**config.mk**
```make
export PLATFORM = sky130hd
export DESIGN_NAME = sdb_init_mode
export DESIGN_NICKNAME = d
export VERILOG_FILES = /design/src/sdb_pkg.sv /design/src/sdb_burst_if.sv /design/src/sdb_burst_order.sv /design/src/sdb_init_mode.sv
export SDC_FILE = /design/constraint.sdc
export NUM_CORES = 1
export LEC_CHECK = 0
export ABC_AREA = 1
export BUFFER_PORTS_ARGS = -buffer_cell sky130_fd_sc_hd__buf_2
export CAP_MARGIN = 40
export CELL_PAD_IN_SITES_DETAIL_PLACEMENT = 0
export CELL_PAD_IN_SITES_GLOBAL_PLACEMENT = 2
export CORE_ASPECT_RATIO = 0.8
export CORE_MARGIN = 1
export CORE_UTILIZATION = 32
export DETAILED_ROUTE_END_ITERATION = 8
export GPL_TIMING_DRIVEN = 1
export PLACE_DENSITY = 0.75
export SLEW_MARGIN = 20
export SYNTH_ARGS = -nofsm -noshare
export SYNTH_HDL_FRONTEND = slang
export SYNTH_HIERARCHICAL = 1
export SYNTH_SLANG_ARGS = --single-unit
```
**constraint.sdc**
```tcl
create_clock -name clk -period 3.2 [get_ports clk]
set_clock_uncertainty 0.15 [all_clocks]
set_input_delay 0 -clock clk [delete_from_list [all_inputs] [get_ports clk]]
set_output_delay 0 -clock clk [all_outputs]
set_load 0.01 [all_outputs]
```
**src/sdb_pkg.sv**
```systemverilog
package sdb_pkg;
    localparam int ADDR_W = 14;
    localparam int COL_W = 10;
    localparam int BA_W = 2;
    localparam int PIN_W = 1 + 4 + BA_W + ADDR_W;
    // timing in ns as specified, cycle counts derived at 50 ns per clock
    localparam int CLK_PERIOD_NS = 50;
    localparam int T_INIT_NS = 200000;
    localparam int T_RP_NS = 30;
    localparam int T_RFC_NS = 110;
    localparam int T_MRD_NS = 20;
    localparam int CNT_W = 12;
    function automatic logic [CNT_W-1:0] sdb_cycles(input int ns);
        int c;
        c = (ns + CLK_PERIOD_NS - 1) / CLK_PERIOD_NS;
        if (c < 1)
        begin
            c = 1;
        end
        return CNT_W'(c);
    endfunction : sdb_cycles
    localparam logic [CNT_W-1:0] INIT_CYC = sdb_cycles(T_INIT_NS);
    localparam logic [CNT_W-1:0] RP_CYC = sdb_cycles(T_RP_NS);
    localparam logic [CNT_W-1:0] RFC_CYC = sdb_cycles(T_RFC_NS);
    localparam logic [CNT_W-1:0] MRD_CYC = sdb_cycles(T_MRD_NS);
    // command code {cs_n, ras_n, cas_n, we_n}
    localparam logic [3:0] CMD_MODE = 4'h0;
    localparam logic [3:0] CMD_RFSH = 4'h1;
    localparam logic [3:0] CMD_PRE = 4'h2;
    localparam logic [3:0] CMD_ACT = 4'h3;
    localparam logic [3:0] CMD_WRITE = 4'h4;
    localparam logic [3:0] CMD_READ = 4'h5;
    localparam logic [3:0] CMD_BST = 4'h6;
    localparam logic [3:0] CMD_NOP = 4'h7;
    localparam int CS_BIT = 3;
    localparam int ALLBANK_BIT = 10;
    localparam logic [BA_W-1:0] BA_MODE = 2'h0;
    localparam logic [BA_W-1:0] BA_EXT = 2'h2;
    // standard mode register fields
    localparam int BL_LSB = 0;
    localparam int BT_BIT = 3;
    localparam int CL_LSB = 4;
    localparam int OPM_LSB = 7;
    localparam logic [2:0] BL2 = 3'h1;
    localparam logic [2:0] BL4 = 3'h2;
    localparam logic [2:0] BL8 = 3'h3;
    localparam logic [2:0] BL16 = 3'h4;
    localparam logic [2:0] CL2 = 3'h2;
    localparam logic [2:0] CL3 = 3'h3;
    localparam logic [ADDR_W-1:0] MODE_RESET = 14'h0000;
    // register map (byte addresses)
    localparam logic [7:0] REG_CTRL = 8'h00;
    localparam logic [7:0] REG_STATUS = 8'h04;
    localparam logic [7:0] REG_MODE = 8'h08;
    localparam logic [7:0] REG_EXT = 8'h0c;
    localparam logic [7:0] REG_BURST = 8'h10;
    localparam int CTRL_REINIT = 0;
    localparam int CTRL_CLRERR = 1;
    localparam int ST_READY = 0;
    localparam int ST_BURST = 1;
    localparam int ST_GOTMODE = 2;
    localparam int ST_GOTEXT = 3;
    localparam int ST_RESVERR = 4;
    localparam int ST_TIMEERR = 5;
    localparam int ST_SEQERR = 6;
    localparam int ST_DEEPPD = 7;
    typedef enum logic [2:0] {
        SDB_STARTUP, SDB_PRECHG, SDB_REF1, SDB_REF2, SDB_MODES, SDB_READY,
        SDB_DEEPPD
    } sdb_init_t;
endpackage : sdb_pkg

```
**src/sdb_burst_if.sv**
```systemverilog
`timescale 1ns/1ns
`default_nettype none
interface sdb_burst_if;
    logic [3:0] startLow;
    logic [3:0] step;
    logic [2:0] lenCode;
    logic interleaved;
    logic [3:0] offset;
    logic [3:0] lenMask;
    modport seq (output startLow, step, lenCode, interleaved,
                 input offset, lenMask);
    modport calc (input startLow, step, lenCode, interleaved,
                  output offset, lenMask);
endinterface : sdb_burst_if
`default_nettype wire

```
**src/sdb_burst_order.sv**
```systemverilog
`timescale 1ns/1ns
`default_nettype none
module sdb_burst_order (
    sdb_burst_if.calc bus // burst ordering request and answer
);
    import sdb_pkg::*;
    always_comb
    begin
        case (bus.lenCode)
            BL2: bus.lenMask = 4'h1;
            BL4: bus.lenMask = 4'h3;
            BL8: bus.lenMask = 4'h7;
            BL16: bus.lenMask = 4'hf;
            default: bus.lenMask = 4'h1;
        endcase
        // offset stays inside the aligned block and wraps
        if (bus.interleaved)
        begin
            bus.offset = (bus.startLow ^ bus.step) & bus.lenMask;
        end
        else
        begin
            bus.offset = 4'(bus.startLow + bus.step) & bus.lenMask;
        end
    end
endmodule : sdb_burst_order
`default_nettype wire

```
**src/sdb_init_mode.sv**
```systemverilog
// Added by the designer: the placing of the registers and the Wishbone register port.
`timescale 1ns/1ns
`default_nettype none
module sdb_init_mode (
    input wire logic clk, // 20 MHz clock
    input wire logic reset, // synchronous, active high
    input wire logic wb_cyc_i, // wishbone cycle
    input wire logic wb_stb_i, // wishbone strobe
    input wire logic wb_we_i, // wishbone write
    input wire logic [7:0] wb_adr_i, // wishbone byte address
    input wire logic [3:0] wb_sel_i, // wishbone byte selects
    input wire logic [31:0] wb_dat_i, // wishbone write data
    output logic [31:0] wb_dat_o, // wishbone read data
    output logic wb_ack_o, // wishbone acknowledge
    input wire logic cke, // memory clock enable pin
    input wire logic [3:0] cmdPins, // {cs_n, ras_n, cas_n, we_n}
    input wire logic [sdb_pkg::BA_W-1:0] bankAddr, // bank address pins
    input wire logic [sdb_pkg::ADDR_W-1:0] addrPins, // address pins
    output logic initDone, // initialization complete
    output logic burstValid, // burst column valid this cycle
    output logic [sdb_pkg::COL_W-1:0] burstCol, // current burst column
    output logic [2:0] read_latency_cycles // programmed read latency
);
    import sdb_pkg::*;

    // pin synchronisers
    logic [PIN_W-1:0] pinS1_reg, pinS2_reg, pinS3_reg, pinAcc_reg;
    logic [PIN_W-1:0] pinS1_next, pinS2_next, pinS3_next, pinAcc_next;
    logic ckePrev_reg, ckePrev_next;
    logic newCmd, pinCke;
    logic [3:0] pinCmd;
    logic [BA_W-1:0] pinBa;
    logic [ADDR_W-1:0] pinAddr;
    always_comb
    begin
        pinS1_next = {cke, cmdPins, bankAddr, addrPins};
        pinS2_next = pinS1_reg;
        pinS3_next = pinS2_reg;
        pinAcc_next = (pinS2_reg == pinS3_reg) ? pinS3_reg : pinAcc_reg;
        // decode the value taken at this edge, not the one before it
        {pinCke, pinCmd, pinBa, pinAddr} = pinAcc_next;
        newCmd = (pinS2_reg == pinS3_reg) && (pinS3_reg != pinAcc_reg);
        ckePrev_next = pinCke;
    end
    always_ff @(posedge clk)
    begin
        if (reset)
        begin
            pinS1_reg <= '0;
            pinS2_reg <= '0;
            pinS3_reg <= '0;
            pinAcc_reg <= '0;
            ckePrev_reg <= 1'b0;
        end
        else
        begin
            pinS1_reg <= pinS1_next;
            pinS2_reg <= pinS2_next;
            pinS3_reg <= pinS3_next;
            pinAcc_reg <= pinAcc_next;
            ckePrev_reg <= ckePrev_next;
        end
    end

    // decoded command, one per accepted change of the pins
    logic exec, isModeLd, isPre, isRfsh, isRdWr, dpdEntry, dpdExit;
    logic modeOk;
    always_comb
    begin
        // clock enable low holds the device idle
        exec = pinCke && ckePrev_reg && newCmd && !pinCmd[CS_BIT]
            && (pinCmd != CMD_NOP);
        isModeLd = exec && (pinCmd == CMD_MODE);
        isPre = exec && (pinCmd == CMD_PRE) && pinAddr[ALLBANK_BIT];
        isRfsh = exec && (pinCmd == CMD_RFSH);
        isRdWr = exec && ((pinCmd == CMD_READ) || (pinCmd == CMD_WRITE));
        dpdEntry = newCmd && !pinCke && ckePrev_reg
            && (pinCmd == CMD_BST);
        dpdExit = pinCke && !ckePrev_reg;
        modeOk = (pinAddr[ADDR_W-1:OPM_LSB] == '0)
            && (pinAddr[BL_LSB+:3] >= BL2)
            && (pinAddr[BL_LSB+:3] <= BL16)
            && ((pinAddr[CL_LSB+:3] == CL2)
            || (pinAddr[CL_LSB+:3] == CL3));
    end

    // initialization tracker and mode registers
    sdb_init_t state_reg, state_next;
    logic [CNT_W-1:0] wait_reg, wait_next;
    logic gotMode_reg, gotMode_next, gotExt_reg, gotExt_next;
    logic [ADDR_W-1:0] mode_reg, mode_next, ext_reg, ext_next;
    logic reinit, clrErr, busy;
    logic timeErr_reg, timeErr_next, seqErr_reg, seqErr_next;
    logic resvErr_reg, resvErr_next;
    logic setTime, setSeq, setResv, loadMode;
    always_comb
    begin
        state_next = state_reg;
        wait_next = (wait_reg != '0) ? wait_reg - 1'b1 : wait_reg;
        gotMode_next = gotMode_reg;
        gotExt_next = gotExt_reg;
        mode_next = mode_reg;
        ext_next = ext_reg;
        setTime = exec && (wait_reg != '0);
        setSeq = 1'b0;
        setResv = 1'b0;
        loadMode = isModeLd && (pinBa == BA_MODE);
        case (state_reg)
            SDB_STARTUP:
            begin
                if (exec)
                begin
                    setSeq = !isPre;
                    state_next = isPre ? SDB_REF1 : SDB_STARTUP;
                    wait_next = isPre ? RP_CYC : wait_reg;
                end
            end
            SDB_REF1, SDB_REF2:
            begin
                if (exec)
                begin
                    setSeq = !isRfsh && !isPre;
                    if (isRfsh)
                    begin
                        state_next = (state_reg == SDB_REF1) ? SDB_REF2
                            : SDB_MODES;
                        wait_next = RFC_CYC;
                    end
                    else if (isPre)
                    begin
                        wait_next = RP_CYC;
                    end
                end
            end
            SDB_MODES, SDB_READY:
            begin
                if (state_reg == SDB_MODES && gotMode_reg && gotExt_reg
                    && wait_reg == '0)
                begin
                    state_next = SDB_READY;
                end
                if (state_reg == SDB_MODES && exec && !isModeLd)
                begin
                    setSeq = 1'b1;
                end
                if (isModeLd && busy)
                begin
                    setSeq = 1'b1;
                end
                if (loadMode)
                begin
                    if (modeOk)
                    begin
                        mode_next = pinAddr;
                        gotMode_next = 1'b1;
                    end
                    else
                    begin
                        setResv = 1'b1;
                    end
                    wait_next = MRD_CYC;
                end
                else if (isModeLd && pinBa == BA_EXT)
                begin
                    ext_next = pinAddr;
                    gotExt_next = 1'b1;
                    wait_next = MRD_CYC;
                end
                if (dpdEntry && state_reg == SDB_READY)
                begin
                    state_next = SDB_DEEPPD;
                    mode_next = MODE_RESET;
                    ext_next = MODE_RESET;
                    gotMode_next = 1'b0;
                    gotExt_next = 1'b0;
                end
            end
            SDB_DEEPPD:
            begin
                if (dpdExit)
                begin
                    state_next = SDB_STARTUP; // full init again
                    wait_next = INIT_CYC;
                end
            end
            default:
            begin
                state_next = SDB_STARTUP;
            end
        endcase
        if (reinit)
        begin
            // software power-cycle model: restart the sequence
            state_next = SDB_STARTUP;
            wait_next = INIT_CYC;
            gotMode_next = 1'b0;
            gotExt_next = 1'b0;
            mode_next = MODE_RESET;
            ext_next = MODE_RESET;
        end
        // a new error beats a clear in the same cycle
        timeErr_next = (timeErr_reg && !clrErr) || setTime;
        seqErr_next = (seqErr_reg && !clrErr) || setSeq;
        resvErr_next = (resvErr_reg && !clrErr) || setResv;
    end
    always_ff @(posedge clk)
    begin
        if (reset)
        begin
            state_reg <= SDB_STARTUP;
            wait_reg <= INIT_CYC;
            gotMode_reg <= 1'b0;
            gotExt_reg <= 1'b0;
            mode_reg <= MODE_RESET;
            ext_reg <= MODE_RESET;
            timeErr_reg <= 1'b0;
            seqErr_reg <= 1'b0;
            resvErr_reg <= 1'b0;
        end
        else
        begin
            state_reg <= state_next;
            wait_reg <= wait_next;
            gotMode_reg <= gotMode_next;
            gotExt_reg <= gotExt_next;
            mode_reg <= mode_next;
            ext_reg <= ext_next;
            timeErr_reg <= timeErr_next;
            seqErr_reg <= seqErr_next;
            resvErr_reg <= resvErr_next;
        end
    end

    // burst column sequencer
    sdb_burst_if burstBus ();
    sdb_burst_order ordering (.bus(burstBus));
    logic [COL_W-1:0] start_reg, start_next, col_reg, col_next;
    logic [3:0] step_reg, step_next;
    logic active_reg, active_next, valid_reg, valid_next;
    logic [2:0] lat_reg, lat_next;
    logic ready_reg, ready_next;
    assign busy = active_reg;
    always_comb
    begin
        burstBus.startLow = start_reg[3:0];
        burstBus.step = step_reg;
        burstBus.lenCode = mode_reg[BL_LSB+:3];
        burstBus.interleaved = mode_reg[BT_BIT];
        start_next = start_reg;
        step_next = step_reg;
        active_next = active_reg;
        col_next = col_reg;
        valid_next = active_reg;
        if (active_reg)
        begin
            col_next = (start_reg & ~COL_W'(burstBus.lenMask))
                | COL_W'(burstBus.offset);
            step_next = step_reg + 1'b1;
            active_next = (step_reg != burstBus.lenMask);
        end
        if (isRdWr && ready_reg)
        begin
            // a new read or write truncates any burst in flight
            start_next = pinAddr[COL_W-1:0];
            step_next = '0;
            active_next = 1'b1;
        end
        if (state_next != SDB_READY)
        begin
            active_next = 1'b0;
        end
        lat_next = mode_reg[CL_LSB+:3];
        ready_next = (state_reg == SDB_READY);
    end
    always_ff @(posedge clk)
    begin
        if (reset)
        begin
            start_reg <= '0;
            step_reg <= '0;
            active_reg <= 1'b0;
            col_reg <= '0;
            valid_reg <= 1'b0;
            lat_reg <= '0;
            ready_reg <= 1'b0;
        end
        else
        begin
            start_reg <= start_next;
            step_reg <= step_next;
            active_reg <= active_next;
            col_reg <= col_next;
            valid_reg <= valid_next;
            lat_reg <= lat_next;
            ready_reg <= ready_next;
        end
    end

    // wishbone slave, answers one cycle after the strobe
    logic ack_reg, ack_next;
    logic [31:0] rdat_reg, rdat_next;
    logic [7:0] status;
    logic wrCtrl;
    always_comb
    begin
        status = '0;
        status[ST_READY] = ready_reg;
        status[ST_BURST] = active_reg;
        status[ST_GOTMODE] = gotMode_reg;
        status[ST_GOTEXT] = gotExt_reg;
        status[ST_RESVERR] = resvErr_reg;
        status[ST_TIMEERR] = timeErr_reg;
        status[ST_SEQERR] = seqErr_reg;
        status[ST_DEEPPD] = (state_reg == SDB_DEEPPD);
        ack_next = wb_cyc_i && wb_stb_i && !ack_reg;
        wrCtrl = ack_next && wb_we_i && (wb_adr_i == REG_CTRL)
            && wb_sel_i[0];
        reinit = wrCtrl && wb_dat_i[CTRL_REINIT];
        clrErr = wrCtrl && wb_dat_i[CTRL_CLRERR];
        rdat_next = '0;
        if (ack_next && !wb_we_i)
        begin
            case (wb_adr_i)
                REG_STATUS: rdat_next = 32'(status);
                REG_MODE: rdat_next = 32'(mode_reg);
                REG_EXT: rdat_next = 32'(ext_reg);
                REG_BURST: rdat_next = 32'(col_reg);
                default: rdat_next = '0;
            endcase
        end
    end
    always_ff @(posedge clk)
    begin
        if (reset)
        begin
            ack_reg <= 1'b0;
            rdat_reg <= '0;
        end
        else
        begin
            ack_reg <= ack_next;
            rdat_reg <= rdat_next;
        end
    end

    assign wb_ack_o = ack_reg;
    assign wb_dat_o = rdat_reg;
    assign initDone = ready_reg;
    assign burstValid = valid_reg;
    assign burstCol = col_reg;
    assign read_latency_cycles = lat_reg;
endmodule : sdb_init_mode
`default_nettype wire

```
==> summary.txt <==
Detailed routing
  • Number of DRC markers in iteration 0: roughly 390
  • Via density: 4.48
  • Pre-antenna DRT Iters: 5
  • DRC violation count after routing: 0
  • DR vias: ~7200
  • Drt wl/cell: between 10 and 15 um
  • Post-route ant nets: 0
  • Drt total wl: around 23000 um

Worst hold path
  • Worst hold path type: in2reg
  • Hold path depth: 4
  • Endpoint, Worst Hold: ext_reg[11]
  • Hold_sp: wb_dat_i[0]

Power
  • Total power: 0.00490 W
  • Pleak: around 4.6 nW
  • Sw frac: a little over a quarter
  • Peak supply drop: between 0.3 and 0.4 mV
  • Combinational share of power: around 9.2%
  • Clock Power Share: 43.9%
  • Sequential share of power: between 40 and 50%
  • PwrDens: slightly below 500 nW/um^2
  • Internal power: 0.00358 W
  • Switching Power: 0.00132 W

Cells and area
  • P&R area growth vs syn: 22.7%
  • Most frequent cells in the layout: nand2_1, nor2_1, inv_1
  • ANT cells: 0
  • Commonest non-fill, non-tap cell in the layout: nand2_1
  • Share of layout cells above drive strength 1: between 10% and 20%
  • # nets final: between 1000 and 1500
  • Finished Core Util: just over 40%

Critical path
  • Setup slack, reg-to-reg: ~0.24 ns
  • R2r worst-path depth: 15
  • WP data required: about 3.4 ns
  • Worst-path maximum fanout: 8
  • Worst R2R Start: pinS3_reg[3]
  • Reg-to-reg endpoint: mode_reg[2]
  • Setup Crit Path Kind: reg2reg
  • Critical path endpoint category: register
  • CP Launch Type: register
  • CP Data Arrival Time: about 3.2 ns

Synth
  • Avg Cell Area, Syn: a little over 7 um^2
  • Sequential area share after synthesis: a little over two fifths
  • Post-synth EDFFs: 0
  • Synth unique cells: 48
  • Ys async rst share: 0%
  • Netlist Area Pre-Place: 8130 um^2
  • Synth top area share: 43.6%
  • Number of cells produced by synthesis: approximately 1100
  • Post-synth top area cell: dfxtp_1
  • YS warnings: 6
  • Top_reg_cell synth: dfxtp_1
  • Flops & latches, synth: roughly 180
  • Largest cells by area after synthesis: dfxtp_1, nand2_1, nor2_1

Placement
  • Input/output buffers: between 60 and 70
  • DP Wirelength: around 17000 um
  • GPL Wtd Cong: approximately 0.83

GRT
  • Pin count of the biggest net entering global routing: slightly above 90
  • Grt ovf: 0
  • Initial antenna violation count: 0
  • Global-route wire length before repair: around 36000 um
  • Vias in the first global route: 6791
  • Total GRT Usage: a little under a fifth

Status
  • Status: complete, no violations

Job
  • Max capacitance violation total: 0

Clock network
  • Clock-pin transition on the worst setup and hold timing paths: 0.08 ns
  • Max Root-Sink Buffers: 2
  • Clk_lat worst skew: around 0.45 ns
  • Clock Sink Count: between 150 and 200
  • H-tree levels: 4
  • TritonCTS Buffers: 17
  • Root buf cell: clkbuf_16
  • CTS tree: done

Timing
  • Slew @ Worst Pin: 0.786 ns
  • Fin. max-slew vios: 0
  • Final Setup Violations: 0
  • Rel. slew slack: ~47%
  • Fin crit share: a little over 90%
  • Fin crit period: between 2 and 3 ns
  • Final hold vios: 0
  • FMAX: about 340 MHz

Die
  • Boundary Pins: 118
  • Core area: 24600 um^2
  • Die Wd: around 180 um
  • Die height: roughly 140 um
  • Rows: ~50
  • Die Area: ~26000 um^2
  • Initial Util: between 30% and 40%
per-stage QoR:
step / hold WS, ns / worst slack [ns] / area (um^2) / cells / TNS, ns
3_3_place_gp: 0.0487 / 0.108 / 8910 / 1533 / 0
2_1_floorplan: -0.0430 / 0.747 / 8190 / 1163 / 0
3_5_place_dp: 0.0575 / 0.0877 / 8910 / 1533 / 0
4_1_cts: 0.0144 / 0.0751 / 9820 / 1596 / 0
6_report: 0.0149 / 0.241 / 9970 / 1610 / 0
5_1_grt: 0.0366 / -0.000375 / 9970 / 1610 / -0.000375
timing repair:
| item | 4_1_cts | 5_1_grt |
|---|---|---|
| buffers inserted | 0 | 11 |
| gates resized for setup | 0 | 10 |
| hold endpoints to repair | 55 | 0 |
| setup endpoints to repair | 0 | 51 |
| hold buffers | 32 | 0 |
power groups by stage:
stage                     clock (W)  combinational [W]  sequential, W
after global routing        0.00230           0.000512        0.00231
after detailed placement          0           0.000409        0.00235
final                       0.00215           0.000450        0.00230
after CTS                   0.00221           0.000439        0.00230
after global placement            0           0.000409        0.00235
after floorplan                   0           0.000304        0.00234
cell type report:
class | instances | area (um^2)
Fill cell | 2613 | 14700
Multi-Input combinational cell | 742 | 3650
Sequential cell | 177 | 3540
Timing Repair Buffer | 146 | 1040
Inverter | 196 | 741
Clock buffer | 19 | 453
Tap cell | 318 | 398
Clock inverter | 12 | 141
routing by layer:
layer  GRT usage [%]  share of wire (%)
met5               0                  0
met4            5.26               0.79
met3            3.35                2.8
met2            27.8                 42
met1            25.8                 54
how the worst max path moves through the flow:
stage | startpoint | end | depth (start not counted)
final | pinS3_reg[3] | mode_reg[2] | 15
after global routing | pinS3_reg[9] | mode_reg[4] | 18
after CTS | pinS2_reg[10] | wait_reg[11] | 16
after detailed placement | pinS2_reg[10] | wait_reg[7] | 16
after global placement | pinS2_reg[10] | wait_reg[11] | 16
after floorplan | pinS3_reg[4] | mode_reg[2] | 16
cells by family (layout without fill, tap and decap cells):
family / after synthesis / after routing / synth area share (%)
adder cells (fa/ha/maj): 6 / 6 / 1.02
flip-flops: 177 / 177 / 43.6
XOR/XNOR: 24 / 24 / 2.59
buffers and inverters: 245 / 373 / 12.8
AO/OA/AOI/OAI: 140 / 140 / 10.3
AND/OR/NAND/NOR: 552 / 553 / 29.6
other: 2 / 19 / 0.0924
Yosys cell counts (6+ instances only):
master and count:
a21oi_1 41, a21oi_2 9, a221oi_1 12, buf_4 21, clkbuf_1 21, dfxtp_1 177
inv_1 178, inv_2 17, nand2_1 239, nand2_2 10, nand3_1 53, nand4_1 19
nor2_1 180, nor2_2 6, nor3_1 22, o21ai_0 52, o21ai_2 7, xnor2_1 8
xor2_1 16
worst max-delay path, stage by stage (launching register included):
cell and delay (ns):
dfxtp_1 0.31, inv_1 0.11, nand2_1 0.06, nand2_1 0.07, nand3_1 0.13, nor2_4 0.29
buf_4 0.20, nand4_1 0.17, inv_1 0.12, nand3_1 0.18, nor2_4 0.21, nand2_1 0.14
buf_4 0.17, nor3_4 0.27, nand3_1 0.12, a21oi_1 0.16
Note: power is estimated with default switching activity, not from simulation.
